$ cat src/motor_status_params.svh
// offsets, field positions and reset values of the motor system status bank
`ifndef MOTOR_STATUS_PARAMS_SVH
`define MOTOR_STATUS_PARAMS_SVH
`define ADDR_W              8
`define OFS_ALGORITHM_STATUS 8'he4
`define OFS_MEASURED_MOTOR  8'he6
`define OFS_ESTIMATION      8'he8
`define RESET_WORD          32'h0000_0000
`define APPLIED_VOLT_LSB    16
`define SPEED_CMD_LSB       4
`define LOAD_DONE_BIT       3
`define HOST_CTRL_BIT       2
`define RES_LSB             24
`define BEMF_LSB            16
`define IND_LSB             8
`define EST_FLAGS_LSB       28
`define EST_RATE_LSB        24
`define ALGO_LIVE_MASK      32'hffff_fffc
`define MOTOR_LIVE_MASK     32'hffff_ff00
`define EST_LIVE_MASK       32'hff00_0000
`endif

$ cat src/motor_status_pkg.sv
// types shared by the motor system status bank
package motor_status_pkg;
   typedef struct packed {
      logic [15:0] applied_voltage_magnitude;
      logic [11:0] speed_command;
      logic        startup_load_complete;
      logic        host_control_allowed;
   } algorithm_status_s;

   typedef struct packed {
      logic [7:0] winding_resistance;
      logic [7:0] back_emf_constant;
      logic [7:0] winding_inductance;
   } measured_motor_values_s;

   typedef struct packed {
      logic       resistance_done;
      logic       inductance_done;
      logic       back_emf_done;
      logic       mechanical_done;
      logic [3:0] estimation_switching_rate;
   } estimation_status_s;

   typedef struct packed {
      logic [31:0] algorithm_status;
      logic [31:0] measured_motor_values;
      logic [31:0] estimation_status;
   } status_words_s;
endpackage

$ cat src/status_word_pack.sv
`timescale 1ns/10ps
// packs core status structs into the three register words
`include "motor_status_params.svh"
module status_word_pack (
   input  wire motor_status_pkg::algorithm_status_s      algo_i,  // algorithm status fields
   input  wire motor_status_pkg::measured_motor_values_s motor_i, // measured motor values
   input  wire motor_status_pkg::estimation_status_s     est_i,   // estimator status
   output motor_status_pkg::status_words_s               words_o  // packed words
);
   always_comb begin
      words_o = '0;
      words_o.algorithm_status[`APPLIED_VOLT_LSB +: 16] = algo_i.applied_voltage_magnitude;
      words_o.algorithm_status[`SPEED_CMD_LSB +: 12] = algo_i.speed_command;
      words_o.algorithm_status[`LOAD_DONE_BIT] = algo_i.startup_load_complete;
      words_o.algorithm_status[`HOST_CTRL_BIT] = algo_i.host_control_allowed;
      words_o.measured_motor_values[`RES_LSB +: 8] = motor_i.winding_resistance;
      words_o.measured_motor_values[`BEMF_LSB +: 8] = motor_i.back_emf_constant;
      words_o.measured_motor_values[`IND_LSB +: 8] = motor_i.winding_inductance;
      words_o.estimation_status[`EST_FLAGS_LSB +: 4] = {est_i.resistance_done,
         est_i.inductance_done, est_i.back_emf_done, est_i.mechanical_done};
      words_o.estimation_status[`EST_RATE_LSB +: 4] = est_i.estimation_switching_rate;
   end
endmodule

$ cat src/motor_system_status_regs.sv
`timescale 1ns/10ps
// read-only motor system status register bank
// What this block does
// - voltage magnitude in bits 31-16
// - 12-bit speed command in bits 15-4
// - bit 3 startup load complete flag
// - bit 2 host control allowed flag
// - winding resistance in bits 31-24
// - back-emf constant in bits 23-16
// - inductance bits 15-8, 7-0 reserved
// - all fields read-only, zero after reset
// - estimator status bits 31-28, rate 27-24
//
// read side
//   rd_i and addr_i are taken on one rising edge and the answer follows
//   on the next one. rvalid_o and rerr_o stand for that single cycle;
//   rdata_o keeps the answer until the next read replaces it.
//   reads may come back to back, one per cycle, with no wait state.
//   addr_i is a byte offset; only the three listed offsets decode.
//   an unlisted offset answers zero together with rerr_o, so host
//   software can tell a bad address from a word that reads zero.
//
// update side
//   status_upd_i captures every core field on each clock rising edge where it is high.
//   a read on that same edge returns the older word; the new word is
//   seen from the following edge on, so a read never mixes the two.
//   the core may hold status_upd_i high to track its fields each cycle;
//   it should pulse it when it wants a coherent snapshot.
//   all three words move together; there is no per-word update.
//
// register map
//   e4 algorithm status
//      31-16 applied voltage magnitude, percent = value * 100 / 32768
//      15-4  speed command, percent = value / 4096 * 100
//      3     startup load complete, 0 while stored settings still load
//      2     host control allowed, 0 while defaults are still copied
//      1-0   zero
//   e6 measured motor values
//      31-24 winding resistance
//      23-16 back-emf constant
//      15-8  winding inductance
//      7-0   zero
//   e8 estimation status
//      31    resistance measurement done
//      30    inductance measurement done
//      29    back-emf measurement done
//      28    mechanical measurement done
//      27-24 estimation switching rate code
//      23-0  zero
//   any other offset reads zero and raises rerr_o
//   every word reads zero after reset, reserved ranges included
//
// reserved bits
//   reserved ranges are masked at capture as well as left out by the
//   packer, so a later change of field layout cannot leak stray ones.
//
// limitations
//   there is no write path: the host cannot preset the bank and the
//   core is the only source of values.
//   a read taken on a reset edge is dropped without an answer.
//   scaling of the fields is left to software; the bank stores raw codes.
//   two reads of one word return the same value unless an update edge
//   falls between them.
//
// trade-off
//   whole words are stored rather than bare fields. that costs the flops
//   of the reserved bits, but keeps the read mux a plain or of words and
//   lets one table drive decode, capture and masking alike.
`include "motor_status_params.svh"
module motor_system_status_regs (
   input  wire logic                                  clk_i,        // 50 MHz clock
   input  wire logic                                  rst_i,        // sync reset, active high
   input  wire motor_status_pkg::algorithm_status_s   algo_i,       // core algorithm status
   input  wire motor_status_pkg::measured_motor_values_s motor_i,   // core measured values
   input  wire motor_status_pkg::estimation_status_s  est_i,        // core estimator status
   input  wire logic                                  status_upd_i, // core update strobe
   input  wire logic                                  rd_i,         // read strobe
   input  wire logic [`ADDR_W-1:0]                    addr_i,       // register offset
   output logic [31:0]                                rdata_o,      // read data
   output logic                                       rvalid_o,     // read data valid
   output logic                                       rerr_o        // unmapped offset read
);
   localparam int NUM_WORDS = 3;  // listed words in this group
   localparam int WORD_W    = 32; // width of each status word
   localparam int IDX_ALGO  = 0;  // slot of the algorithm status word
   localparam int IDX_MOTOR = 1;  // slot of the measured motor values
   localparam int IDX_EST   = 2;  // slot of the estimation status word

   // all state in one struct: captured words and the read answer
   typedef struct packed {
      logic [NUM_WORDS-1:0][WORD_W-1:0] words;  // captured snapshot
      logic [WORD_W-1:0]                rdata;  // last read answer
      logic                             rvalid; // answer strobe
      logic                             rerr;   // unmapped offset strobe
   } state_s;

   state_s                            state_reg;    // registered state
   state_s                            state_next;   // its next value
   motor_status_pkg::status_words_s   packed_w;     // core fields, word layout
   logic [NUM_WORDS-1:0][`ADDR_W-1:0] word_ofs_w;   // offset of each word
   logic [NUM_WORDS-1:0][WORD_W-1:0]  word_mask_w;  // live bits of each word
   logic [NUM_WORDS-1:0][WORD_W-1:0]  word_fresh_w; // words from the core
   logic [NUM_WORDS-1:0][WORD_W-1:0]  word_kept_w;  // words after this edge
   logic [NUM_WORDS-1:0]              word_hit_w;   // offset match per word
   logic [WORD_W-1:0]                 word_pick_w;  // selected stored word
   logic                              any_hit_w;    // offset is listed

   // field placement lives in the packer; this file only routes words
   status_word_pack u_pack (
      .algo_i  (algo_i),
      .motor_i (motor_i),
      .est_i   (est_i),
      .words_o (packed_w)
   );

   // bus offset of each listed word
   function automatic logic [`ADDR_W-1:0] word_offset(input int idx);
      case (idx)
         IDX_ALGO: begin
            word_offset = `OFS_ALGORITHM_STATUS;
         end
         IDX_MOTOR: begin
            word_offset = `OFS_MEASURED_MOTOR;
         end
         IDX_EST: begin
            word_offset = `OFS_ESTIMATION;
         end
         default: begin
            word_offset = '0;
         end
      endcase
   endfunction

   // live bits of each word; reserved ranges can never hold a one
   function automatic logic [WORD_W-1:0] word_live_mask(input int idx);
      case (idx)
         IDX_ALGO: begin
            word_live_mask = `ALGO_LIVE_MASK;
         end
         IDX_MOTOR: begin
            word_live_mask = `MOTOR_LIVE_MASK;
         end
         IDX_EST: begin
            word_live_mask = `EST_LIVE_MASK;
         end
         default: begin
            word_live_mask = '0;
         end
      endcase
   endfunction

   // word as the packer lays it out for each slot
   function automatic logic [WORD_W-1:0] word_from_core(
      input int                              idx,
      input motor_status_pkg::status_words_s w
   );
      case (idx)
         IDX_ALGO: begin
            word_from_core = w.algorithm_status;
         end
         IDX_MOTOR: begin
            word_from_core = w.measured_motor_values;
         end
         IDX_EST: begin
            word_from_core = w.estimation_status;
         end
         default: begin
            word_from_core = '0;
         end
      endcase
   endfunction

   // one decode and capture slice per listed word
   for (genvar g = 0; g < NUM_WORDS; g++) begin : g_word
      assign word_ofs_w[g]   = word_offset(g);
      assign word_mask_w[g]  = word_live_mask(g);
      assign word_fresh_w[g] = word_from_core(g, packed_w);
      assign word_hit_w[g]   = (addr_i == word_ofs_w[g]);
      // the stored word only moves on an update edge
      assign word_kept_w[g]  = status_upd_i ? (word_fresh_w[g] & word_mask_w[g])
                                            : state_reg.words[g];
   end

   assign any_hit_w = |word_hit_w;

   // offsets are distinct, so at most one slice adds to the pick
   always_comb begin
      word_pick_w = '0;
      for (int i = 0; i < NUM_WORDS; i++) begin
         if (word_hit_w[i]) begin
            word_pick_w = word_pick_w | state_reg.words[i];
         end
      end
   end

   // no write path exists, so unlisted offsets cannot be altered here
   always_comb begin
      state_next        = state_reg;
      state_next.words  = word_kept_w;
      state_next.rvalid = 1'b0;
      state_next.rerr   = 1'b0;
      if (rd_i) begin
         state_next.rvalid = 1'b1;
         if (any_hit_w) begin
            state_next.rdata = word_pick_w;
         end else begin
            state_next.rdata = `RESET_WORD;
            state_next.rerr  = 1'b1;
         end
      end
   end

   // synchronous reset clears every word and strobe
   always_ff @(posedge clk_i) begin
      if (rst_i) begin
         state_reg <= '0;
      end else begin
         state_reg <= state_next;
      end
   end

   // outputs come straight from the state flops
   assign rdata_o  = state_reg.rdata;
   assign rvalid_o = state_reg.rvalid;
   assign rerr_o   = state_reg.rerr;
endmodule

$ cat config.mk
export PLATFORM = sky130hd
export DESIGN_NAME = motor_system_status_regs
export DESIGN_NICKNAME = d
export VERILOG_FILES = /design/src/motor_status_pkg.sv /design/src/status_word_pack.sv /design/src/motor_system_status_regs.sv
export VERILOG_INCLUDE_DIRS = /design/src
export SDC_FILE = /design/constraint.sdc
export NUM_CORES = 1
export LEC_CHECK = 0
export BUFFER_PORTS_ARGS = -buffer_cell sky130_fd_sc_hd__buf_4
export CORE_MARGIN = 1.5
export CORE_UTILIZATION = 30
export CTS_CLUSTER_DIAMETER = 80
export DETAILED_ROUTE_END_ITERATION = 6
export MAX_ROUTING_LAYER = met4
export PLACE_DENSITY_LB_ADDON = 0.05
export SLEW_MARGIN = 10
export SYNTH_ARGS = -nofsm -noshare
export SYNTH_HDL_FRONTEND = slang
export SYNTH_SLANG_ARGS = --single-unit
export TNS_END_PERCENT = 100
$ cat constraint.sdc
create_clock -name clk_i -period 3.05 [get_ports clk_i]
set_input_delay 0.305 -clock clk_i [delete_from_list [all_inputs] [get_ports clk_i]]
set_output_delay 0.305 -clock clk_i [all_outputs]
set_load 0.02 [all_outputs]
Word-level counts from Yosys, hierarchy flattened
Index checks and enable logic that the tools add are counted.
Widths: inputs -> output; s select.
{ "word_totals": {"reg_bits": 96, "latchBits": 0, "mem_bits_rw": 0, "rom_bits": 0, "inputBits": 74, "output_inout_bits": 34, "wordCells": 20, "memories": 0} }
{ "op_classes": {"add_sub_neg": 0, "mul": 0, "div_mod_pow": 0, "order_cmp": 0, "n_eq_ne": 3, "shifts": 0, "muxes": 6, "bitwise": 3, "reduce_logical": 2} }
{ "ops": {"columns": ["cell", "n"], "rows": [
  ["$mux 32", 4],
  ["$or 32x32->32", 2],
  ["$eq 8x8->1 const B", 3],
  ["$reduce_or 3->1", 1],
  ["$mux 2", 1],
  ["$reduce_or 2->1", 1],
  ["$mux 1", 1],
  ["$not 1->1", 1]
]} }

Longest topological paths before layout
{ "depth": {"ltp_word": 7, "ltp_mapped": 5, "mapped_depth_nobuf": 3} }

Cells and area by module
From an unflattened synthesis, not the netlist that was laid out.
{ "unflattened": {"cells_unflattened": 476, "area_unflattened_um2": 4692.0} }
{ "by_module_without_submodules": {"columns": ["mod", "n_inst", "cells_per_inst", "area_per_inst_um2", "seq_area_each_um2"], "rows": [
  ["motor_system_status_regs", 1, 379, 3967.6, 1881.8],
  ["status_word_pack", 1, 97, 724.4, 0.0]
]} }

Worst setup path after synthesis
Ideal clock, no wire load.
{ "synth_path": {"path_kind": "input to register", "startpoint": "input port addr_i[1]", "endpoint": "register state_reg, in the netlist rdata_o[10]", "setup_time_ns": 0.132, "arrival_time_ns": 1.072, "required_time_ns": 2.918, "setup_slack_ns": 1.845, "path_stages": 5, "n_path_buf": 2, "cell_sequence": "buf_4 -> buf_4 -> mux2_2 -> nand3_1 -> a21oi_1"} }
{ "synth_via": {"elab_chain_len": 7, "elab_cells_between_ends": 10, "classes_between": "eq/ne: 3; mux: 4; bitwise: 2; reduce/logical: 1"} }
{ "synth_lines": {"columns": ["item", "line_no", "rtl"], "rows": [
  ["start: declaration", "motor_system_status_regs.sv:78", "input wire logic [`ADDR_W-1:0] addr_i,"],
  ["$eq 8x8->1", "motor_system_status_regs.sv:178", "assign word_hit_w[g] = (addr_i == word_ofs_w[g]);"],
  ["$mux 32", "motor_system_status_regs.sv:190", "if (word_hit_w[i]) begin"],
  ["$or 32x32->32", "motor_system_status_regs.sv:191", "word_pick_w = word_pick_w | state_reg.words[i];"],
  ["$mux 32", "motor_system_status_regs.sv:190", null],
  ["$or 32x32->32", "motor_system_status_regs.sv:191", null],
  ["$mux 32", "motor_system_status_regs.sv:190", null],
  ["$mux 32 *", "motor_system_status_regs.sv:204", "if (any_hit_w) begin"],
  ["end signal: assignment", "motor_system_status_regs.sv:218", "state_reg <= state_next;"],
  ["end: declaration", "motor_system_status_regs.sv:97", "state_s state_reg;"]
]} }
Every way passes the cells marked *; elsewhere a longest branch is shown, timed or not.
A chain may end at the register's enable or synchronous reset.

==> results_tabular.tex <==
\begin{tabular}{lr}
\hline
Metric & Value \\
\hline
\multicolumn{2}{l}{\textbf{STA}} \\
Final worst path period need & 1410 ps \\
Max transition margin & a little over a quarter \\
Actual slew at the worst max-slew pin & around 1100 ps \\
Worst Slack Setup Final & $\sim$1600 ps \\
Peak clock frequency supported by timing & about 710 MHz \\
Final count of hold timing violations & 0 \\
Max-slew violations & 0 \\
RSZ-0062 raised after global routing & false \\
TNS Setup & 0 ps \\
Smallest hold slack & 188 ps \\
Final worst-path cycle share & 46.3\% \\
Worst setup skew after layout & between 5 and 6 ps \\
Count of endpoints failing setup in the final report & 0 \\
\multicolumn{2}{l}{\textbf{Setup path}} \\
Launching element of the worst setup path & rd\_i \\
Worst reg-to-reg setup slack & about 2100 ps \\
Worst-path fanout max & 16 \\
Length in cells of the worst reg-to-reg path & 3 \\
CP endpoint & rdata\_o[18] \\
R2R Path End & rdata\_o[30] \\
Startpoint kind of the worst setup timing path & input pin \\
Signal arrival time at the worst endpoint & about 1700 ps \\
Critical path data required time & 3330 ps \\
Category of the worst setup path capture point & flop \\
Source of the worst register-to-register timing path & rdata\_o[30] \\
Worst Path Class, Setup & input pin to flop \\
\multicolumn{2}{l}{\textbf{Clock tree}} \\
H-tree depth reported by CTS & 3 \\
Number of instances resized during post-cts repair & 0 \\
Clock root buffer & clkbuf\_16 \\
Clock input transition at the sequential cells of the worst setup and hold paths & 60 ps \\
Clock network latency to the later pin of the worst-skew pair & 350 ps \\
Clock buffer count from CTS & 9 \\
Maximum clock path buffer count & 2 \\
Number of clock sinks & 94 \\
Hold buffers post-CTS & 0 \\
CTS tree & yes \\
Number of setup buffers added after CTS & 0 \\
\multicolumn{2}{l}{\textbf{Drt}} \\
Number of search-and-repair iterations in the first detailed-routing pass & 4 \\
Total routed wirelength & between 9 and 10 mm \\
Vias after detailed routing & just under 3000 \\
Final ANT Viol Nets & 0 \\
DR WL/cell & between 15 and 20 microns \\
Via/cell ratio & approximately 4.5 \\
Initial DRC Count & between 100 and 150 \\
Number of design rule violations left after detail routing & 0 \\
\multicolumn{2}{l}{\textbf{Placement}} \\
Routability Congestion & approximately 0.65 \\
Post-detailed-placement half-perimeter wirelength & 6.36 mm \\
Cell total after placement & 629 \\
Worst slack at placement & 1230 ps \\
Post-placement cell area & roughly 4700 sq um \\
Quantity of I/O buffers inserted on ports & roughly 110 \\
\multicolumn{2}{l}{\textbf{Hold path}} \\
Path category of the worst min-delay check & input pin to flop \\
\multicolumn{2}{l}{\textbf{Yosys}} \\
Area of the mapped netlist & 4070 sq um \\
Total of flip-flops plus latches after synthesis & 94 \\
Number of different library cells in the post-synthesis netlist & 33 \\
Cells after Synth & between 400 and 500 \\
Sequential share of the synthesized area & between 40\% and 50\% \\
Mean instance size in the synthesized netlist & 9.96 sq um \\
Warnings from Yosys & 0 \\
\multicolumn{2}{l}{\textbf{Floorplanning}} \\
Area of the placeable core & between 10000 and 15000 sq um \\
Die span in y & between 100 and 150 microns \\
Die Area & about 14000 sq um \\
Initial standard-cell utilization of the core & just over 30\% \\
Number of placement rows & 42 \\
Total I/O pin count & approximately 110 \\
Width of the die & $\sim$120 microns \\
\multicolumn{2}{l}{\textbf{Power}} \\
Areal power density over the cells & $\sim$520 nW/um\^{}2 \\
Portion of total power attributed to sequential cells & 50.4\% \\
Clock share of power & 39.4\% \\
Worst VDD drop & 0.392 mV \\
Int Power & between 1.5 and 2 mW \\
Switching part of the total power & a little under a quarter \\
Static Leak & $\sim$2.2 nW \\
Share of total power in combinational logic & 10.2\% \\
Sw power & between 600 and 700 uW \\
\multicolumn{2}{l}{\textbf{Final layout}} \\
Number of non-filler instances in the completed layout & about 640 \\
Fraction of layout instances using a drive strength above 1 & 31.0\% \\
Ant diodes & 0 \\
Number of nets in the layout & between 500 and 600 \\
Number of flip-flops under the largest register name & between 60 and 70 \\
Area grow syn2layout & 21.7\% \\
Final instance area & 4950 sq um \\
\multicolumn{2}{l}{\textbf{Global route}} \\
Maximum number of pins on one net before global-route repair & 63 \\
Global-route wire length before repair & 15.9 mm \\
All-layer global routing usage & approximately 15\% \\
Number of antenna violations at the first check in global routing & 0 \\
Via count of the first global-routing pass & 2983 \\
Remaining Overflow, GRT & 0 \\
\multicolumn{2}{l}{\textbf{Run status}} \\
Outcome & finished, final reports clean \\
\multicolumn{2}{l}{\textbf{Run}} \\
Count of maximum capacitance violations & 0 \\
\hline
\end{tabular}
==> per-layer routing <==
metal  vias to the layer above  GRT usage, %  wire [microns]
met1                      1359          17.5            4360
met4                         0          5.13             150
met2                        66          24.1            4760
li1                       1481             -               -
met3                        10          5.36             558
met5                         -             -               0
==> placed cells by master (no fill, tap or decap) <==
master / instances
a21boi_0: 8
a21oi_1: 16
a221oi_1: 8
a22o_2: 6
a311oi_1: 1
a32oi_1: 8
and2b_1: 1
and3b_2: 1
and4_1: 1
and4b_1: 2
buf_4: 106
clkbuf_1: 2
clkbuf_16: 9
clkbuf_8: 1
clkinv_1: 1
clkinv_2: 2
conb_1: 2
dfxtp_1: 94
inv_1: 2
mux2_2: 16
mux2i_1: 62
nand2_1: 16
nand2b_1: 8
nand3_1: 16
nor2_1: 64
nor2b_1: 8
nor2b_4: 1
nor3b_1: 1
nor3b_4: 1
nor4bb_4: 1
o2111ai_4: 1
or2_1: 1
==> cell usage after synthesis (all sizes together) <==
master,n,area share [%]
a21oi,16,2.0
and4b,2,0.49
a22o,6,1.5
nand2b,8,1.2
nand2,16,1.5
mux2i,62,15
nor4bb,1,0.25
nand3,16,2.0
and3b,1,0.25
nor3b,2,0.65
dfxtp,94,46
a311oi,1,0.22
or2,1,0.15
mux2,16,4.4
o2111ai,1,0.65
a32oi,8,1.7
and4,1,0.22
buf,54,9.3
a21boi,8,1.5
nor2,64,5.9
clkbuf,8,0.77
nor2b,9,1.6
clkinv,1,0.092
a221oi,8,1.7
inv,2,0.18
and2b,1,0.18
conb,1,0.092
==> per-stage QoR <==
step           utilization, %  power [mW]
6_report                 37.4        2.58
2_1_floorplan               -        1.49
4_1_cts                  37.4        2.63
3_5_place_dp             35.4        1.60
3_3_place_gp             35.4        1.60
5_1_grt                  37.4        2.71
==> cell families (layout without fill, tap and decap cells) <==
kind of cell,after synthesis,after routing,synth area share [%]
buffers and inverters,65,123,10.3
DFF,94,94,46.3
muxes,78,78,19.7
other,1,2,0.0922
and+or+nand+nor,122,122,14.3
AOI/OAI and AO/OA,48,48,9.23
==> worst min path at each step <==
stage | start | endpoint | cells past startpoint
after global routing | algo_i[5] | state_reg[41] | 3
after floorplan | rdata_o[16] | rdata_o[16] | 2
final | est_i[5] | state_reg[127] | 3
after global placement | rdata_o[18] | rdata_o[18] | 2
after detailed placement | rdata_o[16] | rdata_o[16] | 2
after CTS | est_i[4] | state_reg[126] | 3
==> power by group through the flow <==
stage,logic (mW),registers (mW),clock network [mW]
2_1_floorplan,0.164,1.32,0
3_3_place_gp,0.268,1.33,0
3_5_place_dp,0.271,1.33,0
4_1_cts,0.272,1.30,1.05
5_1_grt,0.293,1.31,1.11
6_report,0.265,1.30,1.02
==> worst max-delay path: stages <==
cell      delay, ps
buf_4           190
nor4bb_4        840
nand3_1         160
a21oi_1         190
==> area by class of cell <==
class	instances	area (sq um)
sequential	94	1880
multi-input combinational	250	1780
inverter	3	11.3
clock inverter	2	10.0
fill	1378	8300
timing repair buffer	106	796
tap	176	220
clock buffer	12	246
(Power assumes the default switching activity.)
